==> src/core/uart_mls_cfg.svh <==
// Offsets, field positions, reset values and timing counts of the block
`ifndef UART_MLS_CFG_SVH
`define UART_MLS_CFG_SVH

// Register indices; the byte address is four times the index
`define IDX_MODEM_CONTROL 3'h4
`define IDX_LINE_STATUS 3'h5
`define IDX_MODEM_STATUS 3'h6
`define IDX_SCRATCH_STORE 3'h7

// Modem control fields
`define MCR_TERMINAL_READY 0
`define MCR_REQUEST_SEND 1
`define MCR_AUX_OUTPUT_ONE 2
`define MCR_IRQ_OUTPUT_GATE 3
`define MCR_LOOPBACK 4
`define MCR_WIDTH 5

// Modem status fields
`define MSR_CHANGE_LSB 0
`define MSR_LEVEL_LSB 4
`define MSR_RING_CHANGE 2

// Reset values
`define MCR_RESET 5'h00
`define SCR_RESET 8'h00
`define RDATA_RESET 32'h0000_0000

// Receive sample ticks per bit, and the high time that ends a break
`define TICKS_PER_BIT 5'h10
`define HALF_BIT_TICKS 8'h08

// Interrupt identification codes, highest priority first
`define INT_ID_LINE_STATUS 4'h6
`define INT_ID_RX_DATA 4'h4
`define INT_ID_TX_EMPTY 4'h2
`define INT_ID_MODEM 4'h0
`define INT_ID_NONE 4'h1

`endif

==> src/core/uart_mls_pkg.sv <==
// Types shared by the modem and line status block
package uart_mls_pkg;

  typedef enum logic [2:0] {
    BRK_WATCH = 3'b001,
    BRK_HELD = 3'b010,
    BRK_RECOVER = 3'b100
  } brk_state_t;

  typedef struct packed {
    logic level;
    logic changed;
  } edge_state_t;

  typedef struct packed {
    logic [4:0] modem_control;
    logic [7:0] scratch_store;
    logic overrun;
    logic parity;
    logic framing;
    logic brk;
    logic fifo_err;
    logic rx_s1;
    logic rx_s2;
    logic [3:0] pin_s1;
    logic [3:0] pin_s2;
    logic ph_write;
    logic ph_read_wait;
    logic ph_mapped;
    logic [2:0] ph_idx;
    logic [31:0] rdata;
    brk_state_t brk_state;
    logic [7:0] brk_cnt;
    logic brk_pulse;
  } regs_t;

endpackage : uart_mls_pkg

==> src/core/change_detect.sv <==
// Sticky change detector for one handshake line
`timescale 1ns/1ps
module change_detect
  import uart_mls_pkg::*;
#(
  parameter bit FALL_ONLY = 1'b0
) (
  input wire logic hclk,
  input wire logic hresetn,
  input wire logic level,
  input wire logic clear,
  output logic changed
);

  edge_state_t st;
  edge_state_t next_st;
  logic hit;

  always_comb begin
    next_st = st;
    hit = FALL_ONLY ? (st.level & ~level) : (st.level ^ level); // [RQ19]
    next_st.level = level;
    // A change in the clearing cycle survives the clear
    next_st.changed = hit | (st.changed & ~clear); // [RQ18] [RQ24]
  end

  always_ff @(posedge hclk or negedge hresetn) begin
    if (!hresetn) begin
      st <= '0;
    end else begin
      st <= next_st;
    end
  end

  assign changed = st.changed;

endmodule : change_detect

==> src/core/uart_modem_line_status.sv <==
// Modem control, line status, modem status and scratch registers
//
// How it works
// [RQ1] Control bit 0 drives terminal ready pin inverted.
// [RQ2] Control bit 1 drives request to send pin inverted.
// [RQ3] Control bit 2 is a pinless flag, readable, used by loopback.
// [RQ4] Control bit 3 enables the interrupt output; else it floats.
// [RQ5] Bit 4 loops transmit to receive, control outputs to status inputs.
// [RQ6] In loopback, status change events come from control bits 0 to 3.
// [RQ7] Modem control bits 5 to 7 read zero.
// [RQ8] Data ready follows received data waiting to be read.
// [RQ9] Overrun sets on a lost character; cleared by status read.
// [RQ10] Parity fault sets per character; cleared by status read.
// [RQ11] Stop bit fault sets per character; cleared by status read.
// [RQ12] After a stop bit fault the receiver resynchronises on it; the code does not when break is also flagged.
// [RQ13] Break: low over a character time; restart after half bit high.
// [RQ14] Any receive error raises the line status interrupt if enabled.
// [RQ15] Holding empty bit reports the transmit holding state.
// [RQ16] Transmitter empty needs holding and shifter both empty.
// [RQ17] Status bit 7 flags errors held in the receive FIFO.
// [RQ18] Four change bits are sticky; a modem status read clears them.
// [RQ19] Change bits set on any edge; ring only on its trailing edge.
// [RQ20] Any set change bit raises the modem status interrupt.
// [RQ21] Status bits 4 to 7 show input levels or loopback sources.
// [RQ22] Scratch register is plain eight bit storage.
// [RQ23] Line status interrupt outranks received data interrupt.
// [RQ24] An event in the clearing cycle stays set.
`timescale 1ns/1ps
`include "uart_mls_cfg.svh"
module uart_modem_line_status
  import uart_mls_pkg::*;
(
  input wire logic hclk,
  input wire logic hresetn,
  // AHB-Lite slave
  input wire logic hsel,
  input wire logic [31:0] haddr,
  input wire logic [1:0] htrans,
  input wire logic hwrite,
  input wire logic [2:0] hsize,
  input wire logic [31:0] hwdata,
  input wire logic hready,
  output logic hreadyout,
  output logic hresp,
  output logic [31:0] hrdata,
  // Modem pins
  output logic terminal_ready_n,
  output logic request_send_n,
  input wire logic clear_to_send_n,
  input wire logic set_ready_n,
  input wire logic ring_indicate_n,
  input wire logic carrier_detect_n,
  // Serial pins
  input wire logic rx_pin,
  output logic tx_pin,
  // Interrupt pin, three-state
  output logic irq_out,
  output logic irq_oe,
  // Receive datapath
  input wire logic fifo_mode,
  input wire logic sample_tick,
  input wire logic [3:0] char_bits,
  input wire logic rx_data_waiting,
  input wire logic rx_char_done,
  input wire logic rx_buf_full,
  input wire logic rx_err_strobe,
  input wire logic rx_err_parity,
  input wire logic rx_err_framing,
  input wire logic rx_err_break,
  input wire logic rx_fifo_has_errors,
  input wire logic rx_data_irq,
  output logic rx_serial,
  output logic rx_store,
  output logic rx_resync,
  output logic rx_hold_off,
  output logic break_char_load,
  // Transmit datapath
  input wire logic tx_shift_out,
  input wire logic tx_holding_empty,
  input wire logic tx_shift_empty,
  input wire logic tx_tx_holding_empty_irq,
  // Interrupt enables and identification
  input wire logic [3:0] irq_enable,
  output logic irq_pending,
  output logic [3:0] irq_id
);

  regs_t st;
  regs_t next_st;

  logic loopback;
  logic [3:0] modem_level;
  logic [3:0] modem_changed;
  logic addr_take;
  logic addr_mapped;
  logic lsr_rd;
  logic msr_rd;
  logic tx_all_idle;
  logic [7:0] line_status;
  logic [7:0] modem_status;
  logic [7:0] rd_value;
  logic lsr_int;
  logic rxd_int;
  logic thr_int;
  logic ms_int;
  logic [7:0] brk_limit;
  logic [7:0] cnt_inc;

  assign loopback = st.modem_control[`MCR_LOOPBACK];

  // Level order is {carrier, ring, set ready, clear to send}
  always_comb begin
    if (loopback) begin
      // Pins are cut off; the control bits stand in for them
      modem_level[0] = st.modem_control[`MCR_REQUEST_SEND]; // [RQ5] [RQ21]
      modem_level[1] = st.modem_control[`MCR_TERMINAL_READY]; // [RQ21]
      modem_level[2] = st.modem_control[`MCR_AUX_OUTPUT_ONE]; // [RQ6] [RQ21]
      modem_level[3] = st.modem_control[`MCR_IRQ_OUTPUT_GATE]; // [RQ6] [RQ21]
    end else begin
      modem_level = ~st.pin_s2; // [RQ21]
    end
  end

  // Pins are forced inactive high in loopback
  assign terminal_ready_n = loopback | ~st.modem_control[`MCR_TERMINAL_READY]; // [RQ1] [RQ5]
  assign request_send_n = loopback | ~st.modem_control[`MCR_REQUEST_SEND]; // [RQ2] [RQ5]
  assign tx_pin = loopback | tx_shift_out; // [RQ5]
  assign rx_serial = loopback ? tx_shift_out : st.rx_s2; // [RQ5]

  // In FIFO mode a character that finds the FIFO full is dropped
  assign rx_store = rx_char_done & ~(fifo_mode & rx_buf_full); // [RQ9]
  // A bad stop bit is taken as the next start bit unless break is also flagged
  assign rx_resync = rx_err_strobe & rx_err_framing & ~rx_err_break; // [RQ12]
  assign rx_hold_off = (st.brk_state != BRK_WATCH); // [RQ13]
  assign break_char_load = st.brk_pulse; // [RQ13]

  assign tx_all_idle = tx_holding_empty & tx_shift_empty; // [RQ16]

  always_comb begin
    line_status[0] = rx_data_waiting; // [RQ8]
    line_status[1] = st.overrun; // [RQ9]
    line_status[2] = st.parity; // [RQ10]
    line_status[3] = st.framing; // [RQ11]
    line_status[4] = st.brk; // [RQ13]
    line_status[5] = tx_holding_empty; // [RQ15]
    line_status[6] = tx_all_idle; // [RQ16]
    // Always zero outside FIFO mode
    line_status[7] = fifo_mode & st.fifo_err; // [RQ17]
  end

  // Change bits low, levels high
  assign modem_status[3:0] = modem_changed; // [RQ18] [RQ20]
  assign modem_status[7:4] = modem_level; // [RQ21]

  genvar gi;
  generate
    for (gi = 0; gi < 4; gi = gi + 1) begin : g_change
      change_detect #(
        .FALL_ONLY(gi == `MSR_RING_CHANGE)
      ) u_change (
        .hclk(hclk),
        .hresetn(hresetn),
        .level(modem_level[gi]),
        .clear(msr_rd),
        .changed(modem_changed[gi])
      ); // [RQ18] [RQ19]
    end
  endgenerate

  // Interrupt sources gated by their enables
  assign lsr_int = irq_enable[2] &
                   (st.overrun | st.parity | st.framing | st.brk); // [RQ14]
  assign rxd_int = irq_enable[0] & rx_data_irq;
  assign thr_int = irq_enable[1] & tx_tx_holding_empty_irq; // [RQ15]
  assign ms_int = irq_enable[3] & (|modem_changed); // [RQ6] [RQ20]
  assign irq_pending = lsr_int | rxd_int | thr_int | ms_int;

  // Fixed priority, highest first
  always_comb begin
    if (lsr_int) begin
      irq_id = `INT_ID_LINE_STATUS; // [RQ23]
    end else if (rxd_int) begin
      irq_id = `INT_ID_RX_DATA;
    end else if (thr_int) begin
      irq_id = `INT_ID_TX_EMPTY;
    end else if (ms_int) begin
      irq_id = `INT_ID_MODEM;
    end else begin
      irq_id = `INT_ID_NONE;
    end
  end

  // Floated rather than driven low while the gate bit is clear
  assign irq_oe = st.modem_control[`MCR_IRQ_OUTPUT_GATE]; // [RQ4]
  assign irq_out = irq_oe & irq_pending; // [RQ4]

  // Bus signals
  assign addr_take = hsel & hready & htrans[1];
  assign addr_mapped = (haddr[31:5] == 27'h0) & haddr[4] &
                       (haddr[1:0] == 2'h0);
  // Reads take one wait state so the value reflects a write just before
  assign hreadyout = ~st.ph_read_wait;
  assign hresp = 1'b0;
  assign hrdata = st.rdata;

  assign lsr_rd = st.ph_read_wait & st.ph_mapped &
                  (st.ph_idx == `IDX_LINE_STATUS);
  assign msr_rd = st.ph_read_wait & st.ph_mapped &
                  (st.ph_idx == `IDX_MODEM_STATUS);

  // Value of the register named in the address phase
  always_comb begin
    unique case (st.ph_idx)
      `IDX_MODEM_CONTROL: rd_value = {3'h0, st.modem_control}; // [RQ7]
      `IDX_LINE_STATUS: rd_value = line_status;
      `IDX_MODEM_STATUS: rd_value = modem_status;
      `IDX_SCRATCH_STORE: rd_value = st.scratch_store; // [RQ22]
      default: rd_value = 8'h00;
    endcase
  end

  // One character time in sample ticks, sixteen per bit
  assign brk_limit = {char_bits, 4'h0};
  assign cnt_inc = st.brk_cnt + 8'h01;

  always_comb begin
    next_st = st;

    // Two-stage synchronisers for the pins
    next_st.rx_s1 = rx_pin;
    next_st.rx_s2 = st.rx_s1;
    next_st.pin_s1 = {carrier_detect_n, ring_indicate_n, set_ready_n,
                      clear_to_send_n};
    next_st.pin_s2 = st.pin_s1;

    // Data phase of a write
    if (st.ph_write && st.ph_mapped) begin
      unique case (st.ph_idx)
        `IDX_MODEM_CONTROL: next_st.modem_control = hwdata[4:0]; // [RQ1] [RQ2] [RQ3]
        `IDX_SCRATCH_STORE: next_st.scratch_store = hwdata[7:0]; // [RQ22]
        default: next_st.scratch_store = st.scratch_store;
      endcase
    end
    next_st.ph_write = 1'b0;

    // Wait state of a read captures the value
    if (st.ph_read_wait) begin
      next_st.rdata = st.ph_mapped ? {24'h0, rd_value} : 32'h0;
      next_st.ph_read_wait = 1'b0;
    end

    // Address phase
    if (addr_take) begin
      next_st.ph_write = hwrite;
      next_st.ph_read_wait = ~hwrite;
      next_st.ph_mapped = addr_mapped;
      next_st.ph_idx = haddr[4:2];
    end

    // Error flags; a new event wins over a clearing read
    next_st.overrun = (rx_char_done & rx_buf_full) |
                      (st.overrun & ~lsr_rd); // [RQ9] [RQ24]
    next_st.parity = (rx_err_strobe & rx_err_parity) |
                     (st.parity & ~lsr_rd); // [RQ10] [RQ24]
    next_st.framing = (rx_err_strobe & rx_err_framing) |
                      (st.framing & ~lsr_rd); // [RQ11] [RQ24]
    // FIFO mode reports break with its character at the head
    next_st.brk = (fifo_mode ? (rx_err_strobe & rx_err_break) :
                   st.brk_pulse) | (st.brk & ~lsr_rd); // [RQ13] [RQ24]
    next_st.fifo_err = fifo_mode &
                       (rx_fifo_has_errors | (st.fifo_err & ~lsr_rd)); // [RQ17]

    // Break detector on the receive line seen by the shifter
    next_st.brk_pulse = 1'b0;
    unique case (st.brk_state)
      BRK_WATCH: begin
        if (rx_serial) begin
          next_st.brk_cnt = 8'h00;
        end else if (sample_tick) begin
          if (st.brk_cnt == brk_limit) begin
            next_st.brk_state = BRK_HELD; // [RQ13]
            next_st.brk_pulse = 1'b1;
            next_st.brk_cnt = 8'h00;
          end else begin
            next_st.brk_cnt = cnt_inc;
          end
        end
      end
      BRK_HELD: begin
        if (rx_serial) begin
          next_st.brk_state = BRK_RECOVER;
          next_st.brk_cnt = 8'h00;
        end
      end
      BRK_RECOVER: begin
        if (!rx_serial) begin
          next_st.brk_state = BRK_HELD;
          next_st.brk_cnt = 8'h00;
        end else if (sample_tick) begin
          if (cnt_inc == `HALF_BIT_TICKS) begin
            next_st.brk_state = BRK_WATCH; // [RQ13]
            next_st.brk_cnt = 8'h00;
          end else begin
            next_st.brk_cnt = cnt_inc;
          end
        end
      end
      default: begin
        next_st.brk_state = BRK_WATCH;
        next_st.brk_cnt = 8'h00;
      end
    endcase
  end

  always_ff @(posedge hclk or negedge hresetn) begin
    if (!hresetn) begin
      st.modem_control <= `MCR_RESET;
      st.scratch_store <= `SCR_RESET;
      st.overrun <= 1'b0;
      st.parity <= 1'b0;
      st.framing <= 1'b0;
      st.brk <= 1'b0;
      st.fifo_err <= 1'b0;
      st.rx_s1 <= 1'b1;
      st.rx_s2 <= 1'b1;
      st.pin_s1 <= 4'hF;
      st.pin_s2 <= 4'hF;
      st.ph_write <= 1'b0;
      st.ph_read_wait <= 1'b0;
      st.ph_mapped <= 1'b0;
      st.ph_idx <= 3'h0;
      st.rdata <= `RDATA_RESET;
      st.brk_state <= BRK_WATCH;
      st.brk_cnt <= 8'h00;
      st.brk_pulse <= 1'b0;
    end else begin
      st <= next_st;
    end
  end

endmodule : uart_modem_line_status

==> config.mk <==
export PLATFORM = sky130hd
export DESIGN_NAME = uart_modem_line_status
export DESIGN_NICKNAME = d
export VERILOG_FILES = /design/src/core/uart_mls_pkg.sv /design/src/core/change_detect.sv /design/src/core/uart_modem_line_status.sv
export VERILOG_INCLUDE_DIRS = /design/src /design/src/core
export SDC_FILE = /design/constraint.sdc
export NUM_CORES = 1
export LEC_CHECK = 0
export BUFFER_PORTS_ARGS = -buffer_cell sky130_fd_sc_hd__buf_2
export CAP_MARGIN = 15
export CORE_MARGIN = 5
export CORE_UTILIZATION = 47
export CTS_BUF_LIST = sky130_fd_sc_hd__clkbuf_4 sky130_fd_sc_hd__clkbuf_8 sky130_fd_sc_hd__clkbuf_16
export DETAILED_ROUTE_END_ITERATION = 8
export PLACE_DENSITY = 0.8
export SLEW_MARGIN = 20
export SYNTH_ARGS = -nofsm -noshare
export SYNTH_HDL_FRONTEND = slang
export SYNTH_SLANG_ARGS = --single-unit
==> constraint.sdc <==
create_clock -name hclk -period 2.2 [get_ports hclk]
set_clock_uncertainty 0.15 [all_clocks]
set_input_delay 0.33 -clock hclk [delete_from_list [all_inputs] [get_ports hclk]]
set_output_delay 0.33 -clock hclk [all_outputs]
set_load 0.03 [all_outputs]
Yosys cells after proc, flatten, opt, wreduce, memory -nomap -nowiden
Cells that the tools add are included.
{"block": "totals", "input_bits": 102, "reg_bits": 86}
{"block": "op_classes", "bitwise": 63, "reduce_logical": 8, "mux": 24, "n_addsub": 1, "eq_ne": 17}
{"op": "$mux W11", "n": 3}
{"op": "$pmux W11 S3", "n": 1}
{"op": "$and A1 B1 Y1", "n": 32}
{"op": "$mux W8", "n": 4}
{"op": "$pmux W8 S4", "n": 1}
{"op": "$logic_not A27 Y1", "n": 1}
{"op": "$or A1 B1 Y1", "n": 18}
{"op": "$eq A3 B3 Y1 const B", "n": 5}
{"op": "$mux W3", "n": 5}
{"op": "$mux W12", "n": 1}
{"op": "$ne A3 B3 Y1 const B", "n": 3}
{"op": "$not A1 Y1", "n": 9}
{"op": "$add A8 B1 Y8 const B", "n": 1}
{"op": "$eq A8 B4 Y1 const B", "n": 1}
{"op": "$eq A8 B8 Y1", "n": 1}
{"op": "$ne A2 B2 Y1 const B", "n": 4}
{"op": "$mux W1", "n": 6}
{"op": "$mux W6", "n": 1}
{"op": "$reduce_and A6 Y1", "n": 1}
{"op": "$mux W4", "n": 1}
{"op": "$not A4 Y4", "n": 1}
{"op": "$reduce_and A2 Y1", "n": 2}
{"op": "$reduce_or A4 Y1", "n": 1}
{"op": "$eq A3 B1 Y1 const B", "n": 1}
{"op": "7 further kinds", "n": 9}

Logic depth before layout (Yosys ltp)
Gate-level depths: netlist of run 1.
{"block": "logic_depth", "ltp_word": 8, "depth_mapped": 6}

Hierarchy
From an unflattened synthesis of run 1, not the netlist that was laid out.
{"block": "unflattened", "hier_cells": 308, "area_unflattened_um2": 3249.4}
{"module": "uart_modem_line_status", "seq_area_each_um2": 1365.1, "cells_per_inst": 288, "area_per_inst_um2": 2976.6, "instances": 1}
{"module": "change_detect at g_change[0].u_change ...", "seq_area_each_um2": 50.0, "cells_per_inst": 5, "area_per_inst_um2": 67.6, "instances": 3}
{"module": "change_detect at g_change[2].u_change", "seq_area_each_um2": 50.0, "cells_per_inst": 5, "area_per_inst_um2": 70.1, "instances": 1}

Worst setup path before layout of run 1
Ideal clock, no wire load.
{"block": "synth_path", "path_type": "register to output", "from": "reg st, in the netlist line_status[1]", "to": "out irq_out", "path_slack_ns": -0.290, "n_path_buf": 0, "path_stages_with_launch": 6, "required_time_ns": 1.720, "t_arrival_ns": 2.010, "cell_sequence": "dfrtp_1 o41ai_1 nand2_1 a221o_1 inv_1 nor2_1"}
{"block": "synth_via", "elab_chain_len": 8}
{"element": "from (decl)", "line_no": "uart_modem_line_status.sv:88", "text": "regs_t st;"}
{"element": "from (signal assigned)", "line_no": "uart_modem_line_status.sv:337", "text": "st <= next_st;"}
{"element": "$or A1 B1 Y1 (3 in a row)", "line_no": "uart_modem_line_status.sv:172", "text": "(st.overrun | st.parity | st.framing | st.brk);"}
{"element": "$and A1 B1 Y1", "line_no": "uart_modem_line_status.sv:171", "text": "assign lsr_int = irq_enable[2] &"}
{"element": "$or A1 B1 Y1 (3 in a row)", "line_no": "uart_modem_line_status.sv:176", "text": "assign irq_pending = lsr_int | rxd_int | thr_int | ms_int;"}
{"element": "net irq_pending", "line_no": "uart_modem_line_status.sv:84", "text": "output logic irq_pending,"}
{"element": "$and A1 B1 Y1", "line_no": "uart_modem_line_status.sv:195", "text": "assign irq_out = irq_oe & irq_pending;"}
{"element": "to (decl)", "line_no": "uart_modem_line_status.sv:57", "text": "output logic irq_out,"}
The timed path passes the listed nets, and every way through them passes these cells.

Final worst setup path of run 1
{"block": "layout_path", "from": "reg st, in the netlist line_status[1]", "to": "out irq_out"}
{"block": "layout_via", "elab_chain_len": 8}
{"element": "$or A1 B1 Y1 (3 in a row)", "line_no": "uart_modem_line_status.sv:172"}
{"element": "$and A1 B1 Y1", "line_no": "uart_modem_line_status.sv:171"}
{"element": "$or A1 B1 Y1 (3 in a row)", "line_no": "uart_modem_line_status.sv:176"}
{"element": "$and A1 B1 Y1", "line_no": "uart_modem_line_status.sv:195"}
No other way between the ends.

==> results.md, run 1 <==
- The flow ran to the end, but the final reports show violations.
- The checks that failed: negative setup slack.
- Of all cell types, the one taking the most synthesized area is sky130_fd_sc_hd__dfrtp_1.
- The depth of the CTS H-tree is 3.
- The global-route wire length before repair is about 12000 µm.
- The switching power is 707 µW.
- Ranked by total cell area, the synthesized netlist is headed by sky130_fd_sc_hd__dfrtp_1 (39%), sky130_fd_sc_hd__dfstp_2 (8.8%), sky130_fd_sc_hd__buf_4 (7.8%).
- The reported max-cap violation count is 0.
- The post-placement worst setup slack is 0.0749 ns.
- The largest voltage drop on the vdd net is 0.337 mV.
- The register clock-pin slew on the reported worst setup and hold paths is ~0.070 ns.
- The insertion delay of the later-clocked pin in the worst-skew pair is 0.33 ns.
- The required time of the critical path is 1.72 ns.
- The combinational fraction of design power is approximately 17%.
- The total power density per cell area is around 640 nW/µm².
- The overall die area is 8720 µm².
- The end point of the most critical hold path is st[48]$_DFF_PN0_.
- The sequential power share is 46.0%.
- The minimum clock period after layout is 2.37 ns.
- The reported leakage power is about 0.0020 µW.
- The tree is rooted in a sky130_fd_sc_hd__clkbuf_8.
- The number of pins exceeding their max-slew limit in the final report is 0.
- For the worst flop-to-flop path, the logic depth is 5.
- The worst-case register-to-register setup slack is 0.15 ns.
- The worst register-to-register path ends at st[6]$_DFFE_PN0P_.
- In this run, CTS created clock tree buffers numbering 9.
- The clock tree from TritonCTS is built.
- The number of remaining DRC errors is 0.
- The via count of the first global-routing pass is 2496.
- The area added between synthesis and finish is 25.9%.
- The origin of the critical flop-to-flop path is st[9]$_DFFE_PN1P_.
- The all-layer global routing usage is 17.7%.
- The internal cell power is between 1500 and 2000 µW.
- The final net count is 515.
- The critical setup path kind is reg2out.
- During I/O placement, the number of pins put on the boundary was 151.
- Yosys mapped a number of flops with a built-in enable equal to 0.
- The top fanout value on the critical path is 2.
- The critical path goes through o41ai_4 > nand2_2 > a221o_2 > inv_4 > nor2_2 > buf_6.
- Based on the critical path, the design can be clocked at up to 0.421 GHz.
- Across all layers, the routed design uses 2525 vias.
- The critical hold path startpoint is hwrite.
- The number of standard-cell rows in the floorplan is 30.
- Setup violations remaining at the end of the flow were counted as 3.
- After synthesis, the share of flip-flops with an asynchronous set or reset is 100%.
- The switching share of power is 26.8%.
- Setup repair after global routing could not meet its margin everywhere.
- STA classifies the critical path endpoint as an output pin.
- The type of element launching the critical path is a register.
- The leading cell type in the layout, fill and taps excluded is sky130_fd_sc_hd__buf_2.
- The detail route stage leaves a number of antenna-violating nets equal to 0.
- The floorplan step set the die width to about 93 µm.
- For this run, the slowest stage of the critical path takes 0.48 ns.
- The count of buffers inserted at the top-level ports is 96.
- After detailed routing, the number of vias per cell comes to 4.93.
- The Yosys step of the flow raised 0 warnings.
- The data arrival time of the worst path is around 1.9 ns.
- 0 antenna diodes ended up in the layout.
- In the finished design, the share of the clock period the worst path needs comes to 108%.
- From bottom edge to top edge, the die measures 93.4 µm.
- The cell area after synthesis is 3270 µm².
- In the final timing run, aggregate negative setup slack is -0.475 ns.
- The share of synthesized area occupied by flip-flops and latches is between 40% and 50%.
- The final number of hold-violating endpoints is 0.
- The effective utilization at floorplan is 48.1%.
- In this run, synthesis produced a sequential element count of 62.
- The area fraction of the dominant cell type after synthesis is 39.0%.
- The detail-routed net length per standard cell is 15.0 µm.
- The length of the first detailed-routing pass in iterations is 4.
- Once detailed placement completed, the half-perimeter wirelength came to 5940 µm.
- For this run the aggregate overflow at the end of global routing stands at 0.
- The clock network burns a little under two fifths of the power.
- The instance count along the most critical hold path is 2.
- The dominant synthesized flop cell is sky130_fd_sc_hd__dfrtp_1.
- The worst setup margin is -0.173 ns.
- The cell at the slowest stage of the critical path is sky130_fd_sc_hd__o41ai_4.
- The distinct cell type count of the synthesized netlist is slightly below 60.
- The clock sink count is 62.
- The core area is 6790 µm².
- In the layout the commonest cells are sky130_fd_sc_hd__buf_2 (94), sky130_fd_sc_hd__dfrtp_1 (50), sky130_fd_sc_hd__nand2_1 (37).
- The cell count after synthesis is around 300.
- Of the cells placed in the final design, the portion with a size suffix greater than 1 is 43.8%.
- In this run, the number of DRC markers left after iteration 0 of detailed routing was 126.
- After detailed routing, the total wire length is 7700 µm.
- Counting along the longest clock path gives a buffer depth of 2.
- The min-delay analysis places its worst path in the category in2reg.
- The placer congestion estimate is 0.807.
- Averaged over all synthesized cells, the footprint is between 10 and 15 µm².
- The number of antenna violations at the first check in global routing is 0.
- The maximum number of pins on one net before global-route repair is 32.
routing by layer:
layer  up-vias  share of wire (%)  track usage [%]
met5         -                  0                0
met4         0                1.9             4.88
met3        12                8.7             4.99
met2        99                 51             31.6
met1      1192                 38             20.8
li1       1222                  -                -
per-stage QoR:
step / utilization [%] / area (µm²) / cells / hold WS, ns / power [µW]
finish: 60.6 / 4120 / 512 / 0.0218 / 2630
global route: 60.6 / 4120 / 512 / 0.00137 / 2760
CTS: 60.0 / 4080 / 510 / 0.00426 / 2650
detailed placement: 55.8 / 3790 / 486 / 0.101 / 1650
global placement: 55.8 / 3790 / 486 / 0.101 / 1640
floorplan: - / 3380 / 324 / -0.116 / 1520
registers in the layout, summed over array words and instances, names as in the netlist:
register,cells
loopback,1
next_st,5
irq_oe,1
line_status,4
break_char_load,1
g_change.u_change.st,4
g_change.u_change.changed,4
hrdata,8
st,34
cells by family (layout without fill, tap and decap cells):
group	count (synthesis)	after routing	synth area share [%]
muxes	27	27	10.9
and+or+nand+nor	92	92	14.6
DFF	62	62	47.9
AOI/OAI and AO/OA	49	49	12.9
adders and majority gates	2	2	0.765
xor gates and xnor gates	8	8	2.14
buffers and inverters	58	150	10.7
other	1	26	0.115
power by group through the flow:
stage | sequential (µW) | clock, µW | combinational [µW]
2_1_floorplan | 1230 | 0 | 295
3_3_place_gp | 1230 | 0 | 413
3_5_place_dp | 1230 | 0 | 422
4_1_cts | 1210 | 1000 | 434
5_1_grt | 1220 | 1060 | 479
6_report | 1210 | 981 | 441
Yosys cell counts (4+ instances only):
library cell,count
sky130_fd_sc_hd__mux2i_1,4
sky130_fd_sc_hd__buf_4,34
sky130_fd_sc_hd__nor2_1,11
sky130_fd_sc_hd__a22o_1,7
sky130_fd_sc_hd__dfstp_2,11
sky130_fd_sc_hd__mux4_2,5
sky130_fd_sc_hd__nand3_1,5
sky130_fd_sc_hd__dfrtp_1,51
sky130_fd_sc_hd__clkbuf_1,5
sky130_fd_sc_hd__nor4_1,7
sky130_fd_sc_hd__nand4_1,4
sky130_fd_sc_hd__xor2_1,4
sky130_fd_sc_hd__mux2_2,17
sky130_fd_sc_hd__inv_1,14
sky130_fd_sc_hd__a21oi_1,5
sky130_fd_sc_hd__o21ai_0,6
sky130_fd_sc_hd__xnor2_1,4
sky130_fd_sc_hd__nand2_1,38
sky130_fd_sc_hd__o211ai_1,5
worst max path at each step:
stage	start	to	slack [ns]	cells past startpoint
after CTS	line_status[4]$_DFF_PN0_	irq_out	-0.20	6
after global placement	line_status[1]$_DFF_PN0_	irq_out	0.11	6
after floorplan	line_status[1]$_DFF_PN0_	irq_out	0.04	5
after detailed placement	line_status[1]$_DFF_PN0_	irq_out	0.07	6
final	line_status[1]$_DFF_PN0_	irq_out	-0.17	6
after global routing	line_status[1]$_DFF_PN0_	irq_out	-0.23	6
what timing repair did:
action,4_1_cts,5_1_grt
cloned,0,0
hold buffers,6,0
pin swaps,3,2
endpoints found under the hold margin,18,0
setup endpoints to repair,3,6
resized for setup,3,6
setup buffers,2,2
worst max-delay path, delay by kind of cell (launching register included):
family	cells	cell delay [ns]
AO/OA/AOI/OAI	2	0.83
buffers and inverters	2	0.19
flip-flops	1	0.41
AND/OR/NAND/NOR	2	0.13
cell type report:
class,instances,area [µm²]
clock buffers,12,146
flip-flops and latches,62,1570
well taps,96,120
repair buffers,118,682
multi-input cells,204,1490
fillers,538,2680
inverters,16,62.6
clock inverters,4,47.5
Power figures use the tool's default switching activity.
==> inputs of run 2 (changes only) <==
- CORE_UTILIZATION: 47 -> 45
- PLACE_DENSITY: 0.8 -> 0.77
==> run 2 against run 1 <==
Net effect: the flow still finishes with violations (negative setup slack); combinational power is 6.3% lower; clock-buffer cell count decreased by 1; worst setup slack got worse by 0.041 ns; die area is 4.0% higher; power is 10% higher; maximum frequency is 1.7% lower; sequential power hardly changed; global-route usage up 0.56 points; hold slack better by 0.039 ns; via count grew 1.6%; critical path type unchanged; largest cell class unchanged.
==> results.md, run 2 (same netlist as run 1, synthesis figures left out) <==
- The critical setup path kind is reg2out.
- The antenna diode count is 0 (unchanged).
- The path with the worst hold slack has its endpoint at line_status[2]$_DFF_PN0_.
- The combinational fraction of design power was 14.3% (-2.4 points).
- The detailed-routed wire length on met2 is 3950 µm (+0.66%).
- The ratio of final minimum period to clock period came to 110% (+1.9 points).
- The reported leakage power is 0.00205 µW (+1.9%).
- The placer congestion estimate is 0.796 (-1.3%).
- The minimum clock period after layout is 2.41 ns (+0.0409 ns).
- The overall die area is 9070 µm² (+4.0%).
- In this run the most critical hold path is launched from rx_err_parity.
- The core area is 7180 µm² (+5.6%).
- The total placed instance area was 3800 µm² (+0.30%).
- The origin of the critical flop-to-flop path is loopback$_DFFE_PN0P_.
- The via count of the first global-routing pass is 2618 (+4.9%).
- The vias per cell is 4.95 (+0.41%).
- The number of antenna-violating nets in the routed design is 0 (unchanged).
- The proportion of layout cells with a drive suffix above 1 is 44.2% (+0.40 points).
- The insertion delay of the later-clocked pin in the worst-skew pair is 0.35 ns (+0.02 ns).
- The vertical extent of the die is 95.2 µm (+2.0%).
- The area growth from synthesis to layout is 28.4%.
- The count of buffers inserted at the top-level ports is 96 (unchanged).
- The number of antenna violations at the first check in global routing is 0 (unchanged).
- The maximum number of pins on one net before global-route repair is 42 (+31%).
- The all-layer global routing usage is 18.3% (+0.56 points).
- The post-route cell area was 4200 µm² (+2.0%).
- The filler cell count is 601 (+12%).
- The endpoint of the worst-slack reg-to-reg timing path is st[5]$_DFFE_PN0P_.
- The root buffer cell is sky130_fd_sc_hd__clkbuf_8.
- The internal cell power is 2160 µW (+12%).
- The half-perimeter wire length after placement was 6060 µm (+2.0%).
- The worst max-slew margin expressed relative to the limit is 66.3%.
- The number of remaining DRC errors is 0 (unchanged).
- The kind of end point of the critical path is an output pin.
- The register clock-pin slew on the reported worst setup and hold paths is 0.07 ns (about the same).
- The die width was 95.2 µm (+2.0%).
- The tightest min-delay check is of the in2reg type.
- The count of cells along the worst register-to-register path came to 6 (+1).
- The clock sink count is 62 (unchanged).
- The worst hold slack came to 0.0606 ns (+0.0388 ns).
- The number of instances in the placed design is 490 (+0.82%).
- The part of the total power dissipated in the clock network is 43.1% (+5.8 points).
- The sequential power share came to 42.6% (-3.4 points).
- The largest voltage drop on the vdd net came to 0.332 mV (-1.3%).
- The delay contributed by the slowest stage of the critical path is 0.54 ns (+0.06 ns).
- The final net count is 518 (+0.58%).
- The cell at the slowest stage of the critical path is sky130_fd_sc_hd__or4_4.
- The count of pins on the block boundary is 151 (unchanged).
- The instance count along the most critical hold path was 2 (unchanged).
- The worst-case register-to-register setup slack is 0.14 ns (about the same).
- st holds more flip-flops than any other register.
- The final reports fail on negative setup slack.
- The number of buffers inserted during clock tree synthesis was 9 (unchanged).
- The total number of vias came to 2565 (+1.6%).
- The top layer used by detailed routing is met4.
- The data arrival time of the worst path is 1.93 ns (+0.04 ns).
- The flip-flop count of the largest register after layout was 34 (unchanged).
- The run finished, with violations left.
- The switching power is 736 µW (+4.1%).
- The effective utilization at floorplan is 45.6% (-2.6 points).
- The top fanout value on the critical path came to 3 (+1).
- The depth of the CTS H-tree is 3 (unchanged).
- Leaving out fill and tap cells, the most frequent cell in the layout is sky130_fd_sc_hd__buf_2.
- The critical path goes through or4_4 > a221o_2 > inv_4 > nor2_2 > buf_6.
- The final number of hold-violating endpoints was 0 (unchanged).
- The clock tree from TritonCTS is built.
- Setup repair after global routing could not meet its margin everywhere.
- The switching share of power is 25.4% (-1.4 points).
- The fmax is 0.414 GHz (-1.7%).
- The routed length on met1 was 3120 µm (+5.9%).
- The overall power is 2900 µW (+10%).
- The detailed-routed wire length on met3 is 773 µm (+15%).
- The required time of the critical path was 1.72 ns (about the same).
- For the pin with the worst max-slew slack, the measured transition is 0.496 ns.
- The final setup violation count was 3 (unchanged).
- The worst setup path is launched from a register.
- The number of standard cells in the layout, taps in and fillers out was 518 (+1.2%).
- The total power density per cell area came to 690 nW/µm² (+7.8%).
- The number of buffers on the longest clock path is 2 (unchanged).
- The number of standard-cell rows in the floorplan is 31 (+3.3%).
- The number of design-rule violations left by the first detailed-router iteration is 77 (-39%).
- The final design utilization is 58.5% (-2.1 points).
- The length of the first detailed-routing pass in iterations is 4 (unchanged).
- The number of pins exceeding their max-slew limit in the final report is 0 (unchanged).
- The worst setup margin came to -0.213 ns (-0.0409 ns).
- The detail-routed net length per standard cell is 15.4 µm (+2.6%).
- The total congestion overflow is 0 (unchanged).
- The wire length reported by the detailed router came to 8000 µm (+3.8%).
- The library cells used most frequently in the layout, excluding fill and tap cells, are sky130_fd_sc_hd__buf_2 (94), sky130_fd_sc_hd__dfrtp_1 (50), sky130_fd_sc_hd__nand2_1 (37).
- The global-route wire length before repair is 12400 µm (+3.9%).
- The reported max-cap violation count was 0 (unchanged).
-- run 2: cell count changes in the layout (fill, tap and decap cells not counted), sizes merged --
cell         change
clkbuf           -1
dlygate4sd3      +1
bufinv           +2
buf              +2
clkinv           -1
-- run 2: layout make-up --
class,instances,area [µm²],area share [%]
multi-input combinational,204,1490,35.4
clock buffer,11,145,3.46
tap,99,124,2.95
timing repair buffer,121,707,16.8
inverter,16,62.6,1.49
sequential,62,1570,37.3
clock inverter,5,106,2.53
-- run 2: power by group through the flow --
| stage | clock network, µW | registers, µW | logic, µW |
|---|---|---|---|
| floorplan | 0 | 1230 | 295 |
| global placement | 0 | 1250 | 389 |
| detailed placement | 0 | 1260 | 395 |
| CTS | 1260 | 1230 | 411 |
| global route | 1330 | 1240 | 449 |
| finish | 1250 | 1230 | 413 |
-- run 2: repair_timing --
item                                    CTS  global route
gates resized for setup                   4             5
endpoints found under the hold margin    27             0
buffers inserted                          3             2
endpoints found under the setup margin    3             5
hold buffers                              7             0
pin swaps                                 2             3
-- run 2: worst max path at each step --
stage                     depth (start not counted)                                   start  slack (ns)           endpoint
after floorplan                                   5                line_status[1]$_DFF_PN0_        0.04            irq_out
after global placement                            5                      st[11]$_DFFE_PN0P_         0.1  st[6]$_DFFE_PN0P_
after detailed placement                          5                      st[11]$_DFFE_PN0P_        0.06  st[6]$_DFFE_PN0P_
after CTS                                         5  g_change[0].u_change.changed$_DFF_PN0_       -0.20            irq_out
after global routing                              5  g_change[2].u_change.changed$_DFF_PN0_       -0.26            irq_out
final                                             5  g_change[2].u_change.changed$_DFF_PN0_       -0.21            irq_out
-- run 2: critical path: cells and delay by family, from the launching register on --
kind	cells	cell delay, ns
flip-flops	1	0.40
AO/OA/AOI/OAI	1	0.41
AND/OR/NAND/NOR	2	0.58
buffers and inverters	2	0.20
-- run 2: per-stage QoR --
step,setup TNS (ns),setup slack [ns]
2_1_floorplan,0,0.0354
3_3_place_gp,0,0.0998
3_5_place_dp,0,0.0634
4_1_cts,-0.526,-0.197
5_1_grt,-0.701,-0.260
6_report,-0.568,-0.213
-- run 2: metal layers --
metal | vias to the layer above | track usage (%)
met5 | - | 0
met4 | 0 | 8.29
met3 | 13 | 4.81
met2 | 105 | 31.0
met1 | 1222 | 21.7
li1 | 1225 | -
